### src/rtl/tic_defs.svh
`ifndef TIC_DEFS_SVH
`define TIC_DEFS_SVH
// ------------------------------------------------------------
// register byte addresses
// ------------------------------------------------------------
`define TIC_ADDR_CORE_CONTROL 8'h00
`define TIC_ADDR_INT_CTRL_ONE 8'h04
`define TIC_ADDR_INT_CTRL_TWO 8'h08
`define TIC_ADDR_INT_FLAGS_ZERO 8'h0c
`define TIC_ADDR_STATUS_WORD 8'h10
`define TIC_ADDR_SHADOW 8'h14
// ------------------------------------------------------------
// field positions
// ------------------------------------------------------------
`define TIC_CORE_PRIO_MSB 3
`define TIC_STATUS_PRIO_LO 7
`define TIC_STATUS_PRIO_HI 5
`define TIC_ONE_NEST_DIS 15
`define TIC_ONE_OVA_FLAG 14
`define TIC_ONE_OVB_FLAG 13
`define TIC_ONE_COVA_FLAG 12
`define TIC_ONE_COVB_FLAG 11
`define TIC_ONE_OVA_TE 10
`define TIC_ONE_OVB_TE 9
`define TIC_ONE_COV_TE 8
`define TIC_ONE_SHIFT_FLAG 7
`define TIC_ONE_DIV0_FLAG 6
`define TIC_ONE_DMA_FLAG 5
`define TIC_ONE_MATH_FLAG 4
`define TIC_ONE_ADDR_FLAG 3
`define TIC_ONE_STACK_FLAG 2
`define TIC_ONE_OSC_FLAG 1
`define TIC_TWO_ALT_TABLE 15
`define TIC_TWO_IRQ_DISABLE_INSN_ACTIVE 14
`define TIC_NUM_EXT 5
// ------------------------------------------------------------
// masks and reset values
// ------------------------------------------------------------
`define TIC_ONE_WR_MASK 16'hfffe
`define TIC_TWO_WR_MASK 16'h801f
`define TIC_FLAGS_MASK 16'h7fff
`define TIC_RST_16 16'h0000
`define TIC_RST_3 3'h0
`define TIC_PRIO_MAX_LO 3'h7
`endif

### src/rtl/tic_pkg.sv
package tic_pkg;
  typedef enum logic [2:0] {
    TIC_IDLE = 3'b001,
    TIC_SETUP = 3'b010,
    TIC_ACCESS = 3'b100
  } tic_apb_state_e;
  typedef logic [15:0] tic_word_t;
endpackage

### src/rtl/tic_edge_detect.sv
`timescale 1ns/10ps
`default_nettype none
`include "tic_defs.svh"
// ------------------------------------------------------------
// synchronised edge detector, one per external input
// ------------------------------------------------------------
module tic_edge_detect #(
  parameter int N = `TIC_NUM_EXT
) (
  input wire logic clk_sys_i,
  input wire logic sys_rst_i,
  input wire logic [N-1:0] pin_i,
  input wire logic [N-1:0] neg_sel_i,
  output logic [N-1:0] edge_o
);
  logic [N-1:0] sync1_r;
  logic [N-1:0] sync2_r;
  logic [N-1:0] last_r;

  always_ff @(posedge clk_sys_i or posedge sys_rst_i) begin
    if (sys_rst_i) begin
      sync1_r <= '0;
      sync2_r <= '0;
      last_r <= '0;
    end else begin
      sync1_r <= pin_i;
      sync2_r <= sync1_r;
      last_r <= sync2_r;
    end
  end

  genvar g;
  generate
    for (g = 0; g < N; g++) begin : g_edge
      // falling when polarity set, rising otherwise
      assign edge_o[g] = neg_sel_i[g] ? (last_r[g] & ~sync2_r[g]) :
                                        (~last_r[g] & sync2_r[g]);
    end
  endgenerate
endmodule
`default_nettype wire

### src/rtl/tic_top.sv
// The APB slave port and the placing of the registers are this design's own decisions.
`timescale 1ns/10ps
`default_nettype none
`include "tic_defs.svh"
module tic_top (
  input wire logic clk_sys_i,
  input wire logic sys_rst_i,
  input wire logic psel,
  input wire logic penable,
  input wire logic pwrite,
  input wire logic [7:0] paddr,
  input wire logic [31:0] pwdata,
  output logic [31:0] prdata,
  output logic pready,
  output logic pslverr,
  input wire logic trap_taken_i,
  input wire logic trap_return_i,
  input wire logic acc_a_ovf_i,
  input wire logic acc_b_ovf_i,
  input wire logic acc_a_cat_i,
  input wire logic acc_b_cat_i,
  input wire logic bad_shift_i,
  input wire logic divide_zero_i,
  input wire logic dma_err_i,
  input wire logic address_err_i,
  input wire logic stack_err_i,
  input wire logic osc_fail_i,
  input wire logic irq_disable_insn_active_active_i,
  input wire logic [4:0] ext_irq_pin_i,
  input wire logic [13:0] periph_req_i,
  output logic [3:0] cpu_priority_o,
  output logic user_irq_masked_o,
  output logic nesting_disable_o,
  output logic alternate_table_select_o,
  output logic trap_req_o,
  output logic [15:0] flags_zero_o
);
  // ------------------------------------------------------------
  // state
  // ------------------------------------------------------------
  tic_pkg::tic_apb_state_e apb_st_r;
  tic_pkg::tic_word_t one_r;
  tic_pkg::tic_word_t two_r;
  tic_pkg::tic_word_t flags_r;
  tic_pkg::tic_word_t flags_nxt;
  tic_pkg::tic_word_t one_nxt;
  logic priority_level_msb_r;
  logic [2:0] cpu_priority_low_bits_r;
  logic [2:0] saved_low_r;
  logic irq_disable_insn_active_r;
  logic [1:0] irq_disable_insn_active_sync_r;
  logic [4:0] ext_edge;
  logic [13:0] req_sync1_r;
  logic [13:0] req_sync2_r;
  logic wr_en;
  logic rd_en;
  logic addr_ok;
  logic ovf_a_trap;
  logic ovf_b_trap;
  logic cat_trap;
  logic math_trap;
  logic any_trap;
  logic [5:0] trap_sync1_r;
  logic [5:0] trap_sync2_r;
  logic [3:0] ovf_sync1_r;
  logic [3:0] ovf_sync2_r;

  function automatic logic addr_hit(input logic [7:0] a);
    addr_hit = (a == `TIC_ADDR_CORE_CONTROL) || (a == `TIC_ADDR_INT_CTRL_ONE) ||
               (a == `TIC_ADDR_INT_CTRL_TWO) || (a == `TIC_ADDR_INT_FLAGS_ZERO) ||
               (a == `TIC_ADDR_STATUS_WORD);
  endfunction

  // ------------------------------------------------------------
  // input synchronisers
  // ------------------------------------------------------------
  always_ff @(posedge clk_sys_i or posedge sys_rst_i) begin
    if (sys_rst_i) begin
      trap_sync1_r <= '0;
      trap_sync2_r <= '0;
      ovf_sync1_r <= '0;
      ovf_sync2_r <= '0;
      req_sync1_r <= '0;
      req_sync2_r <= '0;
      irq_disable_insn_active_sync_r <= '0;
    end else begin
      trap_sync1_r <= {bad_shift_i, divide_zero_i, dma_err_i, address_err_i,
                       stack_err_i, osc_fail_i};
      trap_sync2_r <= trap_sync1_r;
      ovf_sync1_r <= {acc_a_ovf_i, acc_b_ovf_i, acc_a_cat_i, acc_b_cat_i};
      ovf_sync2_r <= ovf_sync1_r;
      req_sync1_r <= periph_req_i;
      req_sync2_r <= req_sync1_r;
      irq_disable_insn_active_sync_r <= {irq_disable_insn_active_sync_r[0], irq_disable_insn_active_active_i};
    end
  end

  tic_edge_detect #(
    .N(`TIC_NUM_EXT)
  ) u_edge (
    .clk_sys_i(clk_sys_i),
    .sys_rst_i(sys_rst_i),
    .pin_i(ext_irq_pin_i),
    .neg_sel_i(two_r[`TIC_NUM_EXT-1:0]),
    .edge_o(ext_edge)
  );

  // ------------------------------------------------------------
  // trap qualification
  // ------------------------------------------------------------
  assign ovf_a_trap = ovf_sync2_r[3] & one_r[`TIC_ONE_OVA_TE];
  assign ovf_b_trap = ovf_sync2_r[2] & one_r[`TIC_ONE_OVB_TE];
  assign cat_trap = (ovf_sync2_r[1] | ovf_sync2_r[0]) & one_r[`TIC_ONE_COV_TE];
  assign math_trap = ovf_a_trap | ovf_b_trap | cat_trap | trap_sync2_r[5] |
                     trap_sync2_r[4];
  assign any_trap = math_trap | (|trap_sync2_r[3:0]);

  // ------------------------------------------------------------
  // apb slave
  // ------------------------------------------------------------
  assign addr_ok = addr_hit(paddr);
  assign wr_en = (apb_st_r == tic_pkg::TIC_ACCESS) && pwrite && addr_ok;
  assign rd_en = (apb_st_r == tic_pkg::TIC_SETUP) && !pwrite;

  always_ff @(posedge clk_sys_i or posedge sys_rst_i) begin
    if (sys_rst_i) begin
      apb_st_r <= tic_pkg::TIC_IDLE;
    end else begin
      case (apb_st_r)
        tic_pkg::TIC_IDLE: begin
          if (psel && !penable) begin
            apb_st_r <= tic_pkg::TIC_SETUP;
          end
        end
        tic_pkg::TIC_SETUP: begin
          apb_st_r <= tic_pkg::TIC_ACCESS;
        end
        tic_pkg::TIC_ACCESS: begin
          apb_st_r <= tic_pkg::TIC_IDLE;
        end
        default: begin
          apb_st_r <= tic_pkg::TIC_IDLE;
        end
      endcase
    end
  end

  // ready and error registered one cycle into access phase
  always_ff @(posedge clk_sys_i or posedge sys_rst_i) begin
    if (sys_rst_i) begin
      pready <= 1'b0;
      pslverr <= 1'b0;
    end else begin
      pready <= (apb_st_r == tic_pkg::TIC_SETUP);
      pslverr <= (apb_st_r == tic_pkg::TIC_SETUP) && !addr_ok;
    end
  end

  always_ff @(posedge clk_sys_i or posedge sys_rst_i) begin
    if (sys_rst_i) begin
      prdata <= '0;
    end else if (rd_en) begin
      case (paddr)
        `TIC_ADDR_CORE_CONTROL: begin
          prdata <= 32'(priority_level_msb_r) << `TIC_CORE_PRIO_MSB;
        end
        `TIC_ADDR_INT_CTRL_ONE: begin
          prdata <= {16'h0000, one_r & `TIC_ONE_WR_MASK};
        end
        `TIC_ADDR_INT_CTRL_TWO: begin
          prdata <= {16'h0000, (two_r & `TIC_TWO_WR_MASK) |
                     (16'(irq_disable_insn_active_r) << `TIC_TWO_IRQ_DISABLE_INSN_ACTIVE)};
        end
        `TIC_ADDR_INT_FLAGS_ZERO: begin
          prdata <= {16'h0000, flags_r & `TIC_FLAGS_MASK};
        end
        `TIC_ADDR_STATUS_WORD: begin
          prdata <= 32'(cpu_priority_low_bits_r) << `TIC_STATUS_PRIO_HI;
        end
        default: begin
          prdata <= '0;
        end
      endcase
    end else begin
      prdata <= '0;
    end
  end

  // ------------------------------------------------------------
  // interrupt control one: enables, trap flags
  // ------------------------------------------------------------
  always_comb begin
    one_nxt = one_r;
    if (wr_en && paddr == `TIC_ADDR_INT_CTRL_ONE) begin
      one_nxt = pwdata[15:0] & `TIC_ONE_WR_MASK;
    end
    // hardware sets win over a software clear
    if (ovf_a_trap) one_nxt[`TIC_ONE_OVA_FLAG] = 1'b1;
    if (ovf_b_trap) one_nxt[`TIC_ONE_OVB_FLAG] = 1'b1;
    if (ovf_sync2_r[1] && one_r[`TIC_ONE_COV_TE]) one_nxt[`TIC_ONE_COVA_FLAG] = 1'b1;
    if (ovf_sync2_r[0] && one_r[`TIC_ONE_COV_TE]) one_nxt[`TIC_ONE_COVB_FLAG] = 1'b1;
    if (trap_sync2_r[5]) one_nxt[`TIC_ONE_SHIFT_FLAG] = 1'b1;
    if (trap_sync2_r[4]) one_nxt[`TIC_ONE_DIV0_FLAG] = 1'b1;
    if (trap_sync2_r[3]) one_nxt[`TIC_ONE_DMA_FLAG] = 1'b1;
    if (math_trap) one_nxt[`TIC_ONE_MATH_FLAG] = 1'b1;
    if (trap_sync2_r[2]) one_nxt[`TIC_ONE_ADDR_FLAG] = 1'b1;
    if (trap_sync2_r[1]) one_nxt[`TIC_ONE_STACK_FLAG] = 1'b1;
    if (trap_sync2_r[0]) one_nxt[`TIC_ONE_OSC_FLAG] = 1'b1;
  end

  always_ff @(posedge clk_sys_i or posedge sys_rst_i) begin
    if (sys_rst_i) begin
      one_r <= `TIC_RST_16;
    end else begin
      one_r <= one_nxt;
    end
  end

  // ------------------------------------------------------------
  // interrupt control two: table select, polarities
  // ------------------------------------------------------------
  always_ff @(posedge clk_sys_i or posedge sys_rst_i) begin
    if (sys_rst_i) begin
      two_r <= `TIC_RST_16;
    end else if (wr_en && paddr == `TIC_ADDR_INT_CTRL_TWO) begin
      two_r <= pwdata[15:0] & `TIC_TWO_WR_MASK;
    end
  end

  always_ff @(posedge clk_sys_i or posedge sys_rst_i) begin
    if (sys_rst_i) begin
      irq_disable_insn_active_r <= 1'b0;
    end else begin
      irq_disable_insn_active_r <= irq_disable_insn_active_sync_r[1];
    end
  end

  // ------------------------------------------------------------
  // interrupt flags zero
  // ------------------------------------------------------------
  always_comb begin
    flags_nxt = flags_r;
    if (wr_en && paddr == `TIC_ADDR_INT_FLAGS_ZERO) begin
      flags_nxt = pwdata[15:0] & `TIC_FLAGS_MASK;
    end
    // sources set and hold; set wins over clear
    flags_nxt[14:1] = flags_nxt[14:1] | req_sync2_r;
    flags_nxt[0] = flags_nxt[0] | ext_edge[0];
    flags_nxt[15] = 1'b0;
  end

  always_ff @(posedge clk_sys_i or posedge sys_rst_i) begin
    if (sys_rst_i) begin
      flags_r <= `TIC_RST_16;
    end else begin
      flags_r <= flags_nxt;
    end
  end

  // ------------------------------------------------------------
  // cpu priority level
  // ------------------------------------------------------------
  always_ff @(posedge clk_sys_i or posedge sys_rst_i) begin
    if (sys_rst_i) begin
      priority_level_msb_r <= 1'b0;
      saved_low_r <= `TIC_RST_3;
    end else if (trap_taken_i || any_trap) begin
      // not software writable, so traps cannot be masked
      priority_level_msb_r <= 1'b1;
      if (!priority_level_msb_r) begin
        saved_low_r <= cpu_priority_low_bits_r;
      end
    end else if (trap_return_i) begin
      priority_level_msb_r <= 1'b0;
    end
  end

  always_ff @(posedge clk_sys_i or posedge sys_rst_i) begin
    if (sys_rst_i) begin
      cpu_priority_low_bits_r <= `TIC_RST_3;
    end else if (trap_return_i && priority_level_msb_r) begin
      cpu_priority_low_bits_r <= saved_low_r;
    end else if (wr_en && paddr == `TIC_ADDR_STATUS_WORD &&
                 !one_r[`TIC_ONE_NEST_DIS]) begin
      cpu_priority_low_bits_r <=
        pwdata[`TIC_STATUS_PRIO_LO:`TIC_STATUS_PRIO_HI];
    end
  end

  // ------------------------------------------------------------
  // outputs
  // ------------------------------------------------------------
  always_ff @(posedge clk_sys_i or posedge sys_rst_i) begin
    if (sys_rst_i) begin
      cpu_priority_o <= '0;
      user_irq_masked_o <= 1'b0;
      nesting_disable_o <= 1'b0;
      alternate_table_select_o <= 1'b0;
      trap_req_o <= 1'b0;
      flags_zero_o <= '0;
    end else begin
      cpu_priority_o <= {priority_level_msb_r, cpu_priority_low_bits_r};
      user_irq_masked_o <= priority_level_msb_r ||
                           (cpu_priority_low_bits_r == `TIC_PRIO_MAX_LO);
      nesting_disable_o <= one_r[`TIC_ONE_NEST_DIS];
      alternate_table_select_o <= two_r[`TIC_TWO_ALT_TABLE];
      trap_req_o <= any_trap;
      flags_zero_o <= flags_r;
    end
  end

  // ------------------------------------------------------------
  // checks
  // ------------------------------------------------------------
  property p_prio_msb;
    @(posedge clk_sys_i) disable iff (sys_rst_i)
      1'b1 |=> cpu_priority_o[3] == $past(priority_level_msb_r);
  endproperty
  a_prio_msb: assert property (p_prio_msb) else $error("priority msb mismatch");

  property p_prio_cat;
    @(posedge clk_sys_i) disable iff (sys_rst_i)
      1'b1 |=> cpu_priority_o[2:0] == $past(cpu_priority_low_bits_r);
  endproperty
  a_prio_cat: assert property (p_prio_cat) else $error("priority low bits mismatch");

  property p_nest_out;
    @(posedge clk_sys_i) disable iff (sys_rst_i)
      $rose(one_r[`TIC_ONE_NEST_DIS]) |=> nesting_disable_o;
  endproperty
  a_nest_out: assert property (p_nest_out) else $error("nesting disable not shown");

  property p_ova_flag;
    @(posedge clk_sys_i) disable iff (sys_rst_i)
      ovf_a_trap |=> one_r[`TIC_ONE_OVA_FLAG] && trap_req_o;
  endproperty
  a_ova_flag: assert property (p_ova_flag) else $error("overflow a flag missed");

  property p_ovf_gate;
    @(posedge clk_sys_i) disable iff (sys_rst_i)
      !one_r[`TIC_ONE_OVA_TE] && !one_r[`TIC_ONE_OVA_FLAG] &&
      !(wr_en && paddr == `TIC_ADDR_INT_CTRL_ONE) |=> !one_r[`TIC_ONE_OVA_FLAG];
  endproperty
  a_ovf_gate: assert property (p_ovf_gate) else $error("disabled overflow trapped");

  property p_math_flag;
    @(posedge clk_sys_i) disable iff (sys_rst_i)
      trap_sync2_r[4] |=> one_r[`TIC_ONE_DIV0_FLAG] && one_r[`TIC_ONE_MATH_FLAG];
  endproperty
  a_math_flag: assert property (p_math_flag) else $error("divide flags missed");

  property p_flag_sticky;
    @(posedge clk_sys_i) disable iff (sys_rst_i)
      flags_r[3] && !(wr_en && paddr == `TIC_ADDR_INT_FLAGS_ZERO) |=> flags_r[3];
  endproperty
  a_flag_sticky: assert property (p_flag_sticky) else $error("flag dropped");

  property p_flag15;
    @(posedge clk_sys_i) disable iff (sys_rst_i)
      !flags_r[15] && !one_r[0];
  endproperty
  a_flag15: assert property (p_flag15) else $error("reserved bit set");

  property p_low_lock;
    @(posedge clk_sys_i) disable iff (sys_rst_i)
      one_r[`TIC_ONE_NEST_DIS] && !trap_return_i |=>
        $stable(cpu_priority_low_bits_r);
  endproperty
  a_low_lock: assert property (p_low_lock) else $error("low bits changed while locked");
endmodule
`default_nettype wire

### config.mk
export PLATFORM = sky130hd
export DESIGN_NAME = tic_top
export DESIGN_NICKNAME = d
export VERILOG_FILES = /design/src/rtl/tic_pkg.sv /design/src/rtl/tic_edge_detect.sv /design/src/rtl/tic_top.sv
export VERILOG_INCLUDE_DIRS = /design/src /design/src/rtl
export SDC_FILE = /design/constraint.sdc
export NUM_CORES = 1
export LEC_CHECK = 0
export BUFFER_PORTS_ARGS = -buffer_cell sky130_fd_sc_hd__clkbuf_2
export CORE_ASPECT_RATIO = 1.75
export CORE_MARGIN = 5
export CORE_UTILIZATION = 57
export CTS_BUF_LIST = sky130_fd_sc_hd__clkbuf_16
export CTS_CLUSTER_DIAMETER = 30
export DETAILED_ROUTE_END_ITERATION = 6
export MAX_ROUTING_LAYER = met4
export PLACE_DENSITY = 0.86
export SYNTH_ARGS = -nofsm -noshare
export SYNTH_HDL_FRONTEND = slang
export SYNTH_HIERARCHICAL = 1
export SYNTH_SLANG_ARGS = --single-unit
### constraint.sdc
create_clock -name clk_sys_i -period 10.3 [get_ports clk_sys_i]
set_input_delay 0.515 -clock clk_sys_i [delete_from_list [all_inputs] [get_ports clk_sys_i]]
set_output_delay 0.515 -clock clk_sys_i [all_outputs]
set_load 0.01 [all_outputs]
; ---- Word-level counts from Yosys, hierarchy flattened
; Index checks and enable logic that the tools add are counted.
[totals]
mem_count = 0
rom_bits = 0
inputBits = 77
output_inout_bits = 58
regBits = 157
wordCells = 125
latchBits = 0
ram_bits = 0
[op_classes]
n_bitwise = 17
reduce_logical = 39
muxes = 22
eq_ne = 9
n_shift = 0
multipliers = 0
n_lt_le_gt_ge = 0
n_div = 0
addsub = 0
[ops]
columns = cell, count
row1 = 16-bit case mux with 5 select lines, 1
row2 = 32-bit 2-to-1 mux, 1
row3 = 15-bit 2-to-1 mux, 2
row4 = 2-bit nonzero test, 13
row5 = "8-bit by 4-bit equality test with 1-bit output, second input constant", 2
row6 = 16-bit by 15-bit OR with 16-bit output, 1
row7 = 1-bit 2-to-1 mux, 14
row8 = 14-bit OR, 1
row9 = 1-bit logical AND, 13
row10 = 3-bit 2-to-1 mux, 3
row11 = "8-bit by 3-bit equality test with 1-bit output, second input constant", 1
row12 = "8-bit by 5-bit equality test with 1-bit output, second input constant", 1
row13 = 8-bit zero test, 1
row14 = 1-bit OR, 7
row15 = "3-bit equality test, second input constant", 2
row16 = 1-bit logical OR, 6
row17 = 3-bit case mux with 2 select lines, 1
row18 = 1-bit AND, 5
row19 = 1-bit zero test, 4
row20 = 4-bit OR reduction, 1
row21 = "3-bit by 1-bit equality test with 1-bit output, second input constant", 1
row22 = "3-bit by 2-bit equality test with 1-bit output, second input constant", 1
row23 = 1-bit inverter, 3
row24 = "2-bit inequality test, second input constant", 1
row25 = 2-bit AND reduction, 1

; ---- Depth between registers and ports, before layout
[logic_depth]
word_depth = 10
depth_mapped = 6
depth_no_buf = 4

; ---- Cells and area by module
; The synthesis kept the hierarchy.
[modules_own_cells]
columns = mod, area_each_um2, cells_each, seq_area_each_um2, instances
row1 = tic_top, 4844.6, 317, 3454.6, 1
row2 = tic_edge_detect, 491.7, 31, 375.4, 1

; ---- Least setup slack after synthesis
; No wires, ideal clock.
[synth_timing]
path_kind = input port to flip-flop
from = input port paddr[7]
to = register one_r[13]
slack_ps = 8214
n_path_buf = 2
cell_stages = 6
arrival_ps = 1967
cell_sequence = or4_4 > nor4_4 > buf_6 > buf_12 > mux2i_1 > nand2_1
[synth_via]
elab_chain_cells = 8
elab_cells_between_ends = 12
[synth_rtl]
columns = element, line
row1 = "start, declared", tic_top.sv:11  ; input wire logic [7:0] paddr,
row2 = 8-bit by 3-bit equality test with 1-bit output or 8-bit zero test (tied branches), --
row3 = 1-bit logical OR (4 in series), tic_top.sv:69  ; addr_hit = (a == `TIC_ADDR_CORE_CONTROL) || (a == `TIC_ADDR_INT_CTRL_ONE) ||
row4 = 1-bit logical AND, tic_top.sv:122  ; assign wr_en = (apb_st_r == tic_pkg::TIC_ACCESS) && pwrite && addr_ok;
row5 = 1-bit logical AND (no source line) (*), --
row6 = 2-bit nonzero test (no source line) (*), --
row7 = "end signal, assigned", tic_top.sv:213  ; one_r <= `TIC_RST_16;
row8 = "end signal, assigned", tic_top.sv:215  ; one_r <= one_nxt;
row9 = "end, declared", tic_top.sv:42  ; tic_pkg::tic_word_t one_r;
; Every way passes the cells marked *; elsewhere a longest branch is shown, timed or not.
; A chain may end at the register's enable or synchronous reset.

; ---- Worst setup path in the final report
[layout_timing]
from = register apb_st_r[1]
to = register flags_r[2]
[layout_via]
elab_chain_cells = 6
[layout_rtl]
columns = element, line
row1 = "start, declared", tic_top.sv:41  ; tic_pkg::tic_apb_state_e apb_st_r;
row2 = "start signal, assigned", tic_top.sv:127  ; apb_st_r <= tic_pkg::TIC_IDLE;
row3 = "start signal, assigned", tic_top.sv:132  ; apb_st_r <= tic_pkg::TIC_SETUP;
row4 = "start signal, assigned", tic_top.sv:136  ; apb_st_r <= tic_pkg::TIC_ACCESS;
row5 = 3-bit equality test, tic_top.sv:122
row6 = 1-bit logical AND (2 in series), tic_top.sv:122
row7 = 1-bit logical AND (no source line), --
row8 = 15-bit 2-to-1 mux, tic_top.sv:243  ; if (wr_en && paddr == `TIC_ADDR_INT_FLAGS_ZERO) begin
row9 = 14-bit OR, tic_top.sv:247  ; flags_nxt[14:1] = flags_nxt[14:1] | req_sync2_r;
row10 = net flags_nxt[2], tic_top.sv:45  ; tic_pkg::tic_word_t flags_nxt;
row11 = "end signal, assigned", tic_top.sv:254  ; flags_r <= `TIC_RST_16;
row12 = "end signal, assigned", tic_top.sv:256  ; flags_r <= flags_nxt;
row13 = "end, declared", tic_top.sv:44  ; tic_pkg::tic_word_t flags_r;
; The timed path passes the listed nets, and every way through them passes these cells.

==> run summary <==
The setup-violating endpoint count in the final report is 0. TritonCTS created 17 clock buffers. The worst path setup slack after routing came out at 8.224 ns. TritonCTS built the clock tree. Counting along the longest clock path gives a buffer depth of 2. The maximum fanout encountered on the critical timing path is 30. The initial cell density of the core is 0.5779. The largest net degree at the start of global routing is 79. The finished cells cover 6000 sq um. Once placement finished, the instance area stood at 5473 sq um. The maximum level of the CTS H-tree is 4. The critical path class is flip-flop to flip-flop. For this run, the number of Yosys warnings is 6. The share of cells above drive strength 1 came out at 0.3549. The flow ran to the end, and the final reports show no timing, DRC or antenna violations. The leading cell type in the layout, fill and taps excluded is dfrtp_1.

The cell count after synthesis came out at 324. The worst-case IR drop observed on VDD is 0.1478 mV. Setup repair after global routing left no endpoint under its margin. The worst min-delay path class is primary input to flip-flop. The leakage power summed over all cells is 2.788 nW. Of the total power, registers draw 0.502.

The number of placement rows came out at 45. The number of hold violations in the final report came out at 0. At the worst endpoint, the required time is 10.59 ns.

The clock latency at the later pin of the worst-skew pair came out at 0.41 ns. STA classifies the critical path endpoint as a flip-flop. The power density of the placed cells is 191.3 nW/um^2. The via count is 2869. The tool flagged a number of max-cap violations equal to 0.

The number of detailed-route iterations in the first pass came out at 6. The post-synth design cell area came out at 4946 sq um. The number of pins with negative max-slew slack in the final report came out at 0. The endpoint arrival time on the critical path is 2.37 ns. Derived from the worst setup path, the maximum achievable clock frequency is 0.4817 GHz. Internal power comes to 0.9098 mW.

The die width is 80.42 microns. The starting DRC count in detailed routing came out at 147. The analysis attributes to net switching a power of 0.2380 mW.

After clock tree synthesis, the clock-pin slew on the worst setup and hold paths is 0.05 ns. The die footprint came out at 10710 sq um. The average instance area after synthesis is 15.27 sq um.

Compared with the post-synthesis result, the final layout area differs by 21.30%. The worst relative slew slack is 0.3854. The die boundary height came out at 133.2 microns. The number of setup buffers added after CTS is 0. Registers take 3530 sq um. The clock root buffer is clkbuf_16. The total overflow left after global routing is 0. The overall power after layout is 1.148 mW. The portion of the clock cycle consumed by the worst path in the final layout is 0.2016. The final-stage net count is 512.

The worst setup path is launched from a flip-flop. The number of sinks on the clock net came out at 141. The count of filler cells inserted in the layout came out at 616. The area of the multi-input gates came out at 1265 sq um. The share of the core filled with cells is 0.7010. The number of diodes came out at 0. The DRC violations left came out at 0.

Of the total power, the share spent switching nets is 0.2073. The aggregate negative setup slack came out at 0 ns. The first global-routing pass estimated 15210 microns of wire. The wire length per cell after detailed routing is 16.17 microns.

Once detail routing completed, the nets flagged for antenna violations numbered 0. The via count normalized by instance count is 5.078. The via count of the first global-routing pass is 3097. The total wire length is 9136 microns. During I/O placement, the number of pins put on the boundary was 135. Of the total power, the clock network draws 0.457. Routability-driven placement finished with a final weighted congestion of 0.8330. The top cell types in the final layout, fill and taps aside, are 140 x dfrtp_1, 97 x clkbuf_2, 27 x nor2b_1. The core area is 8558 sq um. The port buffer count came out at 97.

The worst slack at placement is 7.851 ns. The post-route minimum period is 2.076 ns. The total track usage is 0.1996. The number of antenna violations at the first check in global routing came out at 0. The actual transition at the worst max-transition pin is 0.9219 ns. The maximum clock skew at final layout is 0.006976 ns.

Of the total power, combinational logic draws 0.040. Detailed placement finished with a half-perimeter wire length of 6412 microns.
worst max-delay path: stages (launching register included):
cell and delay, ns:
dfrtp_1 0.39, or4bb_4 0.58, nor4b_4 0.23, buf_4 0.37, nor2b_1 0.10, a211o_1 0.28
what timing repair did:
item                      in CTS  in global routing
resized for setup              0                  0
hold endpoints to repair       3                  0
hold buffers                   1                  0
final timing paths:
check	startpoint	end	slack, ns	depth (start not counted)
setup / recovery	apb_st_r[1]	flags_r[2]	8.22	5
hold / removal	periph_req_i[6]	req_sync1_r[6]	0.21	1
setup reg to reg	apb_st_r[1]	flags_r[2]	8.22	5
hold reg to reg	req_sync1_r[0]	req_sync2_r[0]	0.34	0
max in group asynchronous	sys_rst_i	req_sync1_r[0]	8.23	4
min in group asynchronous	sys_rst_i	u_edge/sync2_r[0]	0.57	3
registers in the layout, indices dropped and copies added (netlist names), 2 cells and up:
| name | flops |
|---|---|
| prdata | 16 |
| flags_r | 15 |
| flags_zero_o | 15 |
| one_r | 15 |
| req_sync1_r | 14 |
| req_sync2_r | 14 |
| trap_sync1_r | 6 |
| trap_sync2_r | 6 |
| two_r | 6 |
| cpu_priority_o | 4 |
| ovf_sync1_r | 4 |
| ovf_sync2_r | 4 |
| apb_st_r | 3 |
| cpu_priority_low_bits_r | 3 |
| saved_low_r | 3 |
| irq_disable_insn_active_sync_r | 2 |
cell type report:
class	count	area share
Clock inverter	15	0.01522
Sequential cell	141	0.5883
Multi-Input combinational cell	169	0.2108
Clock buffer	17	0.07091
Inverter	5	0.003962
Tap cell	117	0.02440
Timing Repair Buffer	101	0.08634
metrics by stage:
| step | hold slack, ns | cells |
|---|---|---|
| 5_1_grt | 0.1831 | 565 |
| 3_3_place_gp | 0.3316 | 532 |
| 6_report | 0.2096 | 565 |
| 3_5_place_dp | 0.3347 | 532 |
| 2_1_floorplan | 0.2686 | 340 |
| 4_1_cts | 0.1884 | 565 |
power groups by stage:
stage	clock network (mW)	registers, mW	logic [mW]
2_1_floorplan	0	0.585	0.0307
3_3_place_gp	0	0.585	0.0453
3_5_place_dp	0	0.586	0.0468
4_1_cts	0.536	0.577	0.0474
5_1_grt	0.564	0.578	0.0524
6_report	0.525	0.577	0.0465
routing by layer:
metal	vias up	global-route usage	wire (microns)	part of all wire
met2	110	0.3210	5053	0.55
met3	23	0.07578	640	0.070
met4	0	0.09117	196	0.021
met1	1425	0.2161	3246	0.36
li1	1311	-	-	-
met5	-	-	0	0
Power figures use the tool's default switching activity.
